### config.mk
export PLATFORM = sky130hd
export DESIGN_NAME = adcseq_top
export DESIGN_NICKNAME = d
export VERILOG_FILES = /design/src/core/adcseq_pkg.sv /design/src/core/adcseq_tmr_if.sv /design/src/core/adcseq_timer.sv /design/src/core/adcseq_first_track.sv /design/src/core/adcseq_top.sv
export SDC_FILE = /design/constraint.sdc
export NUM_CORES = 1
export LEC_CHECK = 0
export ABC_CLOCK_PERIOD_IN_PS = 3650
export BUFFER_PORTS_ARGS = -buffer_cell sky130_fd_sc_hd__buf_2
export CORE_ASPECT_RATIO = 0.8
export CORE_MARGIN = 2
export CORE_UTILIZATION = 45
export DETAILED_ROUTE_END_ITERATION = 10
export PLACE_DENSITY = 0.79
export REMOVE_ABC_BUFFERS = 1
export SYNTH_ARGS = -nofsm -noshare
export SYNTH_HDL_FRONTEND = slang
export SYNTH_SLANG_ARGS = --single-unit
### constraint.sdc
create_clock -name ref_clk -period 3.65 [get_ports ref_clk]
set_input_delay 0.1825 -clock ref_clk [delete_from_list [all_inputs] [get_ports ref_clk]]
set_output_delay 0.1825 -clock ref_clk [all_outputs]
set_load 0.005 [all_outputs]
### src/core/adcseq_pkg.sv
package adcseq_pkg;
   // offsets are register indices; byte address is four times the index
   localparam int unsigned ADDR_W = 18;
   localparam logic [15:0] IDX_CTRL = 16'hfe58;
   localparam logic [15:0] IDX_MODE = 16'hfe59;
   localparam logic [15:0] IDX_LOW = 16'hfe5a;
   localparam logic [15:0] IDX_HIGH = 16'hfe5b;
   localparam logic [ADDR_W-1:0] ADDR_CTRL = {IDX_CTRL, 2'h0};
   localparam logic [ADDR_W-1:0] ADDR_MODE = {IDX_MODE, 2'h0};
   localparam logic [ADDR_W-1:0] ADDR_LOW = {IDX_LOW, 2'h0};
   localparam logic [ADDR_W-1:0] ADDR_HIGH = {IDX_HIGH, 2'h0};

   // field positions
   localparam int unsigned CTRL_CHSEL_LSB = 4;
   localparam int unsigned CTRL_RUN_BIT = 2;
   localparam int unsigned CTRL_DONE_BIT = 1;
   localparam int unsigned CTRL_IE_BIT = 0;
   localparam int unsigned MODE_RES_BIT = 6;
   localparam int unsigned LOW_DATA_LSB = 4;
   localparam int unsigned LOW_TMSB_BIT = 0;

   // reset values
   localparam logic [7:0] CTRL_RST = 8'h00;
   localparam logic [7:0] MODE_RST = 8'h00;
   localparam logic [7:0] LOW_RST = 8'h00;
   localparam logic [7:0] HIGH_RST = 8'h00;

   // conversion timing, in thirds of one cycle-clock period
   localparam int unsigned BASE_THIRDS_12 = 52;
   localparam int unsigned BASE_THIRDS_8 = 32;
   localparam int unsigned FIXED_THIRDS = 2;
   localparam int unsigned THIRDS_PER_TCYC = 3;
   localparam int unsigned CNT_W = 16;

   typedef enum logic [1:0] {
      ADCSEQ_SEL_CTRL = 2'b00,
      ADCSEQ_SEL_MODE = 2'b01,
      ADCSEQ_SEL_LOW = 2'b10,
      ADCSEQ_SEL_HIGH = 2'b11
   } adcseq_sel_t;
endpackage

### src/core/adcseq_tmr_if.sv
`timescale 1ns/1ps
interface adcseq_tmr_if;
   logic start;
   logic abort;
   logic eight;
   logic dbl;
   logic [2:0] div;
   logic busy;
   logic done;
   modport ctl (output start, output abort, output eight, output dbl, output div,
                input busy, input done);
   modport tmr (input start, input abort, input eight, input dbl, input div,
                output busy, output done);
endinterface

### src/core/adcseq_timer.sv
`timescale 1ns/1ps
module adcseq_timer #(
   parameter int unsigned BASE_12 = adcseq_pkg::BASE_THIRDS_12,
   parameter int unsigned BASE_8 = adcseq_pkg::BASE_THIRDS_8
) (
   input wire logic ref_clk,
   input wire logic sys_rst,
   adcseq_tmr_if.tmr t
);
   logic [adcseq_pkg::CNT_W-1:0] cnt_q;
   logic busy_q;
   logic done_q;

   // thirds rounded up to whole cycles, never under one
   function automatic logic [adcseq_pkg::CNT_W-1:0] conv_cycles(
      input logic [2:0] n, input logic eight, input logic dbl);
      int unsigned thirds;
      int unsigned cyc;
      thirds = ((eight ? BASE_8 : BASE_12) << n) + adcseq_pkg::FIXED_THIRDS; // RULE20 RULE21
      if (dbl) begin // RULE11
         thirds = thirds * 2;
      end
      cyc = (thirds + adcseq_pkg::THIRDS_PER_TCYC - 1) / adcseq_pkg::THIRDS_PER_TCYC;
      if (cyc == 0) begin
         cyc = 1;
      end
      return cyc[adcseq_pkg::CNT_W-1:0];
   endfunction

   always_ff @(posedge ref_clk) begin
      if (sys_rst) begin
         cnt_q <= '0;
         busy_q <= 1'b0;
         done_q <= 1'b0;
      end else begin
         done_q <= 1'b0;
         if (t.abort) begin
            busy_q <= 1'b0;
         end else if (t.start) begin
            cnt_q <= conv_cycles(t.div, t.eight, t.dbl); // RULE24
            busy_q <= 1'b1;
         end else if (busy_q) begin
            if (cnt_q == 1) begin
               busy_q <= 1'b0;
               done_q <= 1'b1; // RULE24
            end else begin
               cnt_q <= cnt_q - 1'b1;
            end
         end
      end
   end

   assign t.busy = busy_q;
   assign t.done = done_q;
endmodule

### src/core/adcseq_first_track.sv
`timescale 1ns/1ps
module adcseq_first_track (
   input wire logic ref_clk,
   input wire logic sys_rst,
   input wire logic mode_wr,
   input wire logic cur_eight,
   input wire logic new_eight,
   input wire logic done12,
   output logic pend_q
);
   // an aborted conversion does not consume the doubled slot
   always_ff @(posedge ref_clk) begin
      if (sys_rst) begin
         pend_q <= 1'b1; // RULE11
      end else if (mode_wr && cur_eight && !new_eight) begin
         pend_q <= 1'b1; // RULE11
      end else if (done12) begin
         pend_q <= 1'b0; // RULE12
      end
   end
endmodule

### src/core/adcseq_top.sv
// The implementer's own choice: the APB interface to the registers.
`timescale 1ns/1ps
// How it works
// RULE1: software writes zero to low register bits 2 and 1; they have no function.
// RULE2: divider code is low register bit 0 above mode register bits 1..0.
// RULE3: 12-bit mode puts the upper eight result bits into the high register.
// RULE4: 8-bit mode puts the whole eight-bit result into the high register.
// RULE5: software reads results only after the conversion has completed.
// RULE6: high register is read/write at its fixed index, reset to zero.
// RULE7: mode register bit 6 at zero selects 12-bit resolution.
// RULE8: divider code 101 selects division ratio 1/32.
// RULE9: channel field 0101 in control bits 7..4 routes input five.
// RULE10: writing one to control bit 2 starts a conversion.
// RULE11: first 12-bit conversion after reset or 8-to-12 switch takes double time.
// RULE12: all other conversions take the normal formula time.
// RULE13: software polls done flag bit 1 for one, then writes it to zero.
// RULE14: writing zero to the run bit mid-conversion aborts it, result invalid.
// RULE15: software clears the run bit before entering any standby mode.
// RULE16: reset during a conversion clears run bit and stops the converter.
// RULE17: on completion done flag sets and run bit clears in one cycle.
// RULE18: completion with interrupt enable set raises the interrupt request.
// RULE19: software averages several conversions, dropping highest and lowest.
// RULE20: normal time is (52 or 32 over ratio plus 2) thirds of a cycle.
// RULE21: divider code n gives ratio 1 over 2 to the n.
// RULE22: 12-bit mode writes the lower four result bits to low register top nibble.
// RULE23: 8-bit mode leaves the low register unchanged on a result.
// RULE24: a cycle counter loaded from settings times it; result latched at terminal.
module adcseq_top #(
   parameter int unsigned BASE_12 = adcseq_pkg::BASE_THIRDS_12,
   parameter int unsigned BASE_8 = adcseq_pkg::BASE_THIRDS_8
) (
   input wire logic ref_clk,
   input wire logic sys_rst,
   input wire logic psel,
   input wire logic penable,
   input wire logic pwrite,
   input wire logic [adcseq_pkg::ADDR_W-1:0] paddr,
   input wire logic [31:0] pwdata,
   output logic [31:0] prdata,
   output logic pready,
   output logic pslverr,
   input wire logic [11:0] ana_result,
   output logic [3:0] ana_channel,
   output logic ana_enable,
   output logic ana_twelve_bit,
   output logic ana_sample,
   output logic irq_req
);
   adcseq_tmr_if tif ();

   logic [3:0] chsel_q;
   logic fix3_q;
   logic run_q;
   logic done_q;
   logic ie_q;
   logic [7:0] mode_q;
   logic [7:0] low_q;
   logic [7:0] high_q;
   logic conv_eight_q;
   logic twelve_q;
   logic sample_q;
   logic irq_q;
   logic [31:0] prdata_q;
   logic pready_q;
   logic pslverr_q;
   logic first_pend;

   logic hit;
   logic [2:0] dec;
   adcseq_pkg::adcseq_sel_t sel;
   logic wr_fire;
   logic wr_ctrl;
   logic wr_mode;
   logic wr_low;
   logic wr_high;
   logic start;
   logic abort;
   logic [7:0] rd_byte;
   logic [2:0] div_code;
   logic cur_eight;

   // address decode, shared by the read mux and the write strobes
   function automatic logic [2:0] decode(input logic [adcseq_pkg::ADDR_W-1:0] a);
      logic [2:0] r;
      r = 3'h0;
      case (a)
         adcseq_pkg::ADDR_CTRL: begin
            r = {1'b1, adcseq_pkg::ADCSEQ_SEL_CTRL};
         end
         adcseq_pkg::ADDR_MODE: begin
            r = {1'b1, adcseq_pkg::ADCSEQ_SEL_MODE};
         end
         adcseq_pkg::ADDR_LOW: begin
            r = {1'b1, adcseq_pkg::ADCSEQ_SEL_LOW};
         end
         adcseq_pkg::ADDR_HIGH: begin
            r = {1'b1, adcseq_pkg::ADCSEQ_SEL_HIGH}; // RULE6
         end
         default: begin
            r = 3'h0;
         end
      endcase
      return r;
   endfunction

   always_comb begin
      dec = decode(paddr);
      hit = dec[2];
      sel = adcseq_pkg::adcseq_sel_t'(dec[1:0]);
   end

   // writes land only at the edge where pready is seen high
   always_comb begin
      wr_fire = psel && penable && pwrite && pready_q && hit;
      wr_ctrl = wr_fire && (sel == adcseq_pkg::ADCSEQ_SEL_CTRL);
      wr_mode = wr_fire && (sel == adcseq_pkg::ADCSEQ_SEL_MODE);
      wr_low = wr_fire && (sel == adcseq_pkg::ADCSEQ_SEL_LOW);
      wr_high = wr_fire && (sel == adcseq_pkg::ADCSEQ_SEL_HIGH);
   end

   // a one written while already running is ignored, not a restart
   always_comb begin
      // timer busy checked too, so run bit and counter cannot disagree
      start = wr_ctrl && pwdata[adcseq_pkg::CTRL_RUN_BIT] && !run_q && !tif.busy; // RULE10
      abort = wr_ctrl && !pwdata[adcseq_pkg::CTRL_RUN_BIT] && run_q; // RULE14
   end

   always_comb begin
      div_code = {low_q[adcseq_pkg::LOW_TMSB_BIT], mode_q[1:0]}; // RULE2 RULE8 RULE21
      cur_eight = mode_q[adcseq_pkg::MODE_RES_BIT]; // RULE7
   end

   always_comb begin
      tif.start = start;
      tif.abort = abort;
      tif.eight = cur_eight;
      tif.dbl = first_pend && !cur_eight; // RULE11 RULE12
      tif.div = div_code;
   end

   adcseq_timer #(
      .BASE_12(BASE_12), // RULE20
      .BASE_8(BASE_8)
   ) u_timer (
      .ref_clk(ref_clk),
      .sys_rst(sys_rst),
      .t(tif.tmr)
   );

   adcseq_first_track u_first (
      .ref_clk(ref_clk),
      .sys_rst(sys_rst),
      .mode_wr(wr_mode),
      .cur_eight(cur_eight),
      .new_eight(pwdata[adcseq_pkg::MODE_RES_BIT]),
      .done12(tif.done && !conv_eight_q),
      .pend_q(first_pend)
   );

   // unmapped reads return zero beside pslverr
   always_comb begin
      case (sel)
         adcseq_pkg::ADCSEQ_SEL_CTRL: begin
            rd_byte = {chsel_q, fix3_q, run_q, done_q, ie_q};
         end
         adcseq_pkg::ADCSEQ_SEL_MODE: begin
            rd_byte = mode_q;
         end
         adcseq_pkg::ADCSEQ_SEL_LOW: begin
            rd_byte = low_q;
         end
         adcseq_pkg::ADCSEQ_SEL_HIGH: begin
            rd_byte = high_q;
         end
         default: begin
            rd_byte = 8'h00;
         end
      endcase
      if (!hit) begin
         rd_byte = 8'h00;
      end
   end

   // one wait state: pready rises the cycle after the access phase begins
   always_ff @(posedge ref_clk) begin
      if (sys_rst) begin
         pready_q <= 1'b0;
      end else if (psel && penable && !pready_q) begin
         pready_q <= 1'b1;
      end else begin
         pready_q <= 1'b0;
      end
   end

   // error stands only beside pready, never on its own
   always_ff @(posedge ref_clk) begin
      if (sys_rst) begin
         pslverr_q <= 1'b0;
      end else if (psel && penable && !pready_q) begin
         pslverr_q <= !hit;
      end else begin
         pslverr_q <= 1'b0;
      end
   end

   // read data held until the next access overwrites it
   always_ff @(posedge ref_clk) begin
      if (sys_rst) begin
         prdata_q <= 32'h0000_0000;
      end else if (psel && penable && !pready_q) begin
         prdata_q <= {24'h00_0000, rd_byte};
      end
   end

   // control register: channel, fixed bit 3, interrupt enable
   always_ff @(posedge ref_clk) begin
      if (sys_rst) begin
         chsel_q <= adcseq_pkg::CTRL_RST[7:4];
      end else if (wr_ctrl) begin
         chsel_q <= pwdata[adcseq_pkg::CTRL_CHSEL_LSB +: 4]; // RULE9
      end
   end

   // fixed bit is kept as written; it drives nothing
   always_ff @(posedge ref_clk) begin
      if (sys_rst) begin
         fix3_q <= adcseq_pkg::CTRL_RST[3];
      end else if (wr_ctrl) begin
         fix3_q <= pwdata[3];
      end
   end

   always_ff @(posedge ref_clk) begin
      if (sys_rst) begin
         ie_q <= adcseq_pkg::CTRL_RST[0];
      end else if (wr_ctrl) begin
         ie_q <= pwdata[adcseq_pkg::CTRL_IE_BIT];
      end
   end

   // run bit: completion clears it, software starts or aborts
   always_ff @(posedge ref_clk) begin
      if (sys_rst) begin
         run_q <= adcseq_pkg::CTRL_RST[2]; // RULE16
      end else if (tif.done) begin
         run_q <= 1'b0; // RULE17
      end else if (wr_ctrl) begin
         run_q <= pwdata[adcseq_pkg::CTRL_RUN_BIT]; // RULE10 RULE14
      end
   end

   // done flag: hardware set wins over a software clear in the same cycle
   always_ff @(posedge ref_clk) begin
      if (sys_rst) begin
         done_q <= adcseq_pkg::CTRL_RST[1];
      end else if (tif.done) begin
         done_q <= 1'b1; // RULE17
      end else if (wr_ctrl) begin
         done_q <= pwdata[adcseq_pkg::CTRL_DONE_BIT];
      end
   end

   always_ff @(posedge ref_clk) begin
      if (sys_rst) begin
         mode_q <= adcseq_pkg::MODE_RST;
      end else if (wr_mode) begin
         mode_q <= pwdata[7:0];
      end
   end

   // resolution frozen at start so a mid-run mode write cannot skew the store
   always_ff @(posedge ref_clk) begin
      if (sys_rst) begin
         conv_eight_q <= 1'b0;
      end else if (start) begin
         conv_eight_q <= cur_eight;
      end
   end

   // low register; bits 3..1 are stored as written and drive nothing
   always_ff @(posedge ref_clk) begin
      if (sys_rst) begin
         low_q <= adcseq_pkg::LOW_RST;
      end else begin
         if (wr_low) begin
            low_q <= pwdata[7:0];
         end
         if (tif.done && !conv_eight_q) begin // RULE23
            low_q[adcseq_pkg::LOW_DATA_LSB +: 4] <= ana_result[3:0]; // RULE22 RULE24
         end
      end
   end
   // in 8-bit mode the low register keeps its contents on a result

   // result store beats a software write in the same cycle
   always_ff @(posedge ref_clk) begin
      if (sys_rst) begin
         high_q <= adcseq_pkg::HIGH_RST; // RULE6
      end else if (tif.done) begin
         if (conv_eight_q) begin
            high_q <= ana_result[7:0]; // RULE4
         end else begin
            high_q <= ana_result[11:4]; // RULE3
         end
      end else if (wr_high) begin
         high_q <= pwdata[7:0]; // RULE6
      end
   end

   // analog core follows the mode bit one cycle behind, not frozen at start
   always_ff @(posedge ref_clk) begin
      if (sys_rst) begin
         twelve_q <= 1'b1;
      end else begin
         twelve_q <= !cur_eight; // RULE7
      end
   end

   always_ff @(posedge ref_clk) begin
      if (sys_rst) begin
         sample_q <= 1'b0;
      end else begin
         sample_q <= start;
      end
   end

   // request level follows flag and enable, one cycle behind
   always_ff @(posedge ref_clk) begin
      if (sys_rst) begin
         irq_q <= 1'b0;
      end else begin
         irq_q <= done_q && ie_q; // RULE18
      end
   end

   assign prdata = prdata_q;
   assign pready = pready_q;
   assign pslverr = pslverr_q;
   assign ana_channel = chsel_q; // RULE9
   assign ana_enable = run_q; // RULE16
   assign ana_twelve_bit = twelve_q;
   assign ana_sample = sample_q;
   assign irq_req = irq_q;
endmodule

==> reports/results.md <==
## Yosys
* 18.6% — synthesized-area fraction occupied by ao, oa, aoi and oai cells
* 0% — post-synthesis async set-or-reset flop share
* simple AND/OR/NAND/NOR gates — largest family of logic cells by synthesized area
* 61 — Unique masters post-synth
* 22.8% — simple-gate share of the synthesized area
* sky130_fd_sc_hd__dfxtp_1 — cell type with the highest aggregate area in the netlist
* sky130_fd_sc_hd__dfxtp_1 — dominant synthesized flop cell
* sky130_fd_sc_hd__dfxtp_1, sky130_fd_sc_hd__mux2i_1, sky130_fd_sc_hd__nor2_1, sky130_fd_sc_hd__buf_4, sky130_fd_sc_hd__mux4_2 — cells taking the most area after synthesis
* 0 — count of flip-flops with a built-in enable after synthesis
* 0 — total number of yosys warnings
* 0.873% — xor-xnor portion of the synthesized cell area
* 32.4% — sequential cell area fraction in the yosys report
* 1.25% — Adder-Cell Fraction of Synth Area
* 13.7% — share of cell area taken by muxes after synthesis
* 8.18 um^2 — Post-Syn Area per Cell
* 4020 um^2 — cell area after synthesis
* 32.4% — area share of the leading cell type in the synthesized netlist
* 65 — number of synthesized register bits
* 491 — synthesized netlist cell count

## Global routing
* 0 — leftover overflow at the end of global routing
* 3378 — via count of the first global-routing pass
* 21.6% — All-Layer GR Usage
* 46 — largest net degree at the start of global routing
* 16400 um — first-pass GRT wire length
* 0 — antenna violations before repair

## Setup path
* 10 — highest net fanout along the worst path
* register — critical path startpoint category
* 0 — CP Buf/Inv Count
* sky130_fd_sc_hd__or2_2 — cell at the slowest stage of the critical path
* simple AND/OR/NAND/NOR gates — critical path's top delay family
* 3.42 ns — data arrival at the endpoint of the critical path
* 13 — critical path depth in cells
* register — Worst setup EP type
* 13 — R2R depth
* or2_2, nor4_1, ha_1, or3_1, nor3_1, a21oi_1, o221ai_1, ha_1, nand3_1, o21a_1, o22ai_1, a22oi_1, a211oi_1 — cell chain of the critical path
* 3.92 ns — Critical Path RT
* 0.39 ns — maximum single-stage delay on the critical path
* reg -> reg — critical path type
* sky130_fd_sc_hd__ha_1 — library cell appearing most often on the critical path

## Die
* 88.5 um — die boundary height
* 8560 um^2 — placeable core region
* 46.9% — effective utilization at floorplan
* 9700 um^2 — Total Die Area
* 109 — IO Pins
* 110 um — x dimension of the die
* 30 — Cell Rows

## STA
* 0 ns — sum of negative setup slack
* 86.3% — post-route clock period utilization
* 0 — count of final max-slew check failures
* no — RSZ-0062 raised after global routing
* 0 — number of hold-slack violations in the final timing report
* 0.748 ns — Worst-Margin Slew
* 0 — setup violators final
* 0.502 ns — Worst Setup Slack, final
* 3.15 ns — minimum period implied by the final worst setup slack
* 318 MHz — achievable clock frequency
* 0.115 ns — hold_ws
* 50.1% — tightest slew margin relative to the limit
* 0.00854 ns — Max Clock Skew

## Pwr
* 1.91 nW — static leakage
* 347 nW/um^2 — power density cells
* 0.000192 V — maximum resistive drop on vdd
* 1.57 mW — Final Total Pwr

## Place
* 0.857 — placer's final routability congestion estimate
* 4270 um^2 — Area after DPL
* 0.551 ns — setup slack after placement
* 7180 um — hpwl dp
* 635 — total placed cells including tap cells
* 60 — IO Port Bufs

## Outcome
* finished, final reports clean — outcome

## Route
* 10300 um — total wire length
* 304 — violation count after the first detailed-routing iteration
* 0 — DRC violation count after routing
* 5.85 — DR vias/cell
* 15.9 um — WL/cell
* 3810 — vias after detailed routing
* 5 — Initial DRT Pass Iterations
* 0 — residual antenna-violating net count after detailed routing

## Clock network
* 0 — PostCTS Resize Cnt
* 0 — buffers inserted by post-CTS timing repair
* 0 — cts hold-fix bufs
* 0.08 ns — CTS clock-pin slew for the worst setup and hold paths
* 65 — clock sink count
* done — TritonCTS clock tree
* 2 — maximum number of buffers from clock root to sink
* sky130_fd_sc_hd__clkbuf_8 — cell at the root of the clock tree
* 3 — deepest level of the CTS H-tree
* 0.35 ns — latest clock arrival within the worst-skew pair
* 9 — clock buffers created by TritonCTS

## Cells and area
* 0 — antenna diode count
* 4520 um^2 — post-layout instance area
* 52.8% — final cell utilization of the core
* 12.6% — Area growth, synth to finish
* sky130_fd_sc_hd__nor2_1, sky130_fd_sc_hd__dfxtp_1, sky130_fd_sc_hd__buf_2, sky130_fd_sc_hd__mux2i_1, sky130_fd_sc_hd__a21oi_1 — commonest non-fill, non-tap cells in the layout
* sky130_fd_sc_hd__nor2_1 — leading cell type in the layout, fill and taps excluded
* 20.2% — proportion of layout cells with a drive suffix above 1
* 651 — count of non-filler cells in the finished layout
* 605 — net count reported at finish

## Worst hold path
* in -> reg — worst min-delay path class
* 3 — cell depth of the worst hold path

## Job
* 0 — max capacitance violation total

## routing by layer
metal | share of wire (%) | track usage [%] | vias to the layer above
li1 | - | - | 1803
met5 | 0 | 0 | -
met3 | 7.5 | 4.71 | 14
met1 | 45 | 30.4 | 1821
met4 | 1.2 | 7.13 | 0
met2 | 46 | 32.9 | 172
## layout make-up
cell class	instances	area (um^2)
tap	112	140
multi-input combinational	370	2390
timing repair buffer	70	375
clock inverter	7	125
inverter	18	67.6
clock buffer	9	124
sequential	65	1300
fill	780	4040
## worst min-delay path, delay by kind of cell
kind	cells	cell delay [ns]
buffers and inverters	1	0.11
AND/OR/NAND/NOR	1	0.08
multiplexers	1	0.07
## cells by family after synthesis
family / Yosys count
fa+ha+maj: 4
simple gates: 179
buf+inv: 79
xor+xnor: 4
other cells: 1
flops: 65
compound gates: 114
mux: 45
## sequential cells by signal, summed over array words and instances, names as in the netlist, 4 cells and up
name / count
high_q: 8
low_q: 8
mode_q: 8
ana_channel: 4
prdata: 8
u_timer.cnt_q: 16
## where the power goes
part	leakage, nW	switching, mW	internal [mW]
clock	0.125	0.316	0.462
sequential	0.524	0.000504	0.709
combinational	1.26	0.0489	0.0301
total	1.91	0.365	1.20
## synthesized netlist by cell type, types with 3 or more instances
cell / instances
sky130_fd_sc_hd__xnor2_1: 3
sky130_fd_sc_hd__nand3b_1: 4
sky130_fd_sc_hd__nand3_1: 7
sky130_fd_sc_hd__nor4_1: 5
sky130_fd_sc_hd__a21oi_1: 33
sky130_fd_sc_hd__a211oi_1: 13
sky130_fd_sc_hd__buf_1: 8
sky130_fd_sc_hd__and3_1: 8
sky130_fd_sc_hd__nand4b_1: 3
sky130_fd_sc_hd__o22ai_1: 5
sky130_fd_sc_hd__o21a_1: 3
sky130_fd_sc_hd__o21ai_0: 26
sky130_fd_sc_hd__buf_4: 26
sky130_fd_sc_hd__a22oi_1: 3
sky130_fd_sc_hd__mux2i_1: 37
sky130_fd_sc_hd__o221ai_1: 3
sky130_fd_sc_hd__nor3_1: 18
sky130_fd_sc_hd__mux4_2: 8
sky130_fd_sc_hd__clkbuf_1: 22
sky130_fd_sc_hd__buf_2: 3
sky130_fd_sc_hd__ha_1: 4
sky130_fd_sc_hd__dfxtp_1: 65
sky130_fd_sc_hd__nand2_1: 30
sky130_fd_sc_hd__nand4_1: 4
sky130_fd_sc_hd__nor2b_1: 4
sky130_fd_sc_hd__a31oi_1: 4
sky130_fd_sc_hd__or4_1: 3
sky130_fd_sc_hd__nand2b_1: 10
sky130_fd_sc_hd__nor2_1: 67
sky130_fd_sc_hd__inv_1: 18
sky130_fd_sc_hd__o31ai_1: 3
sky130_fd_sc_hd__and2_1: 3
## path summary, 6_finish.rpt
| check | start | endpoint | slack, ns |
|---|---|---|---|
| max | low_q[0] | u_timer.cnt_q[0] | 0.50 |
| min | pwdata[4] | mode_q[4] | 0.11 |
| max reg2reg | low_q[0] | u_timer.cnt_q[0] | 0.50 |
| min reg2reg | prdata[6] | prdata[6] | 0.46 |
No activity file was read; power rests on OpenSTA's default activity.
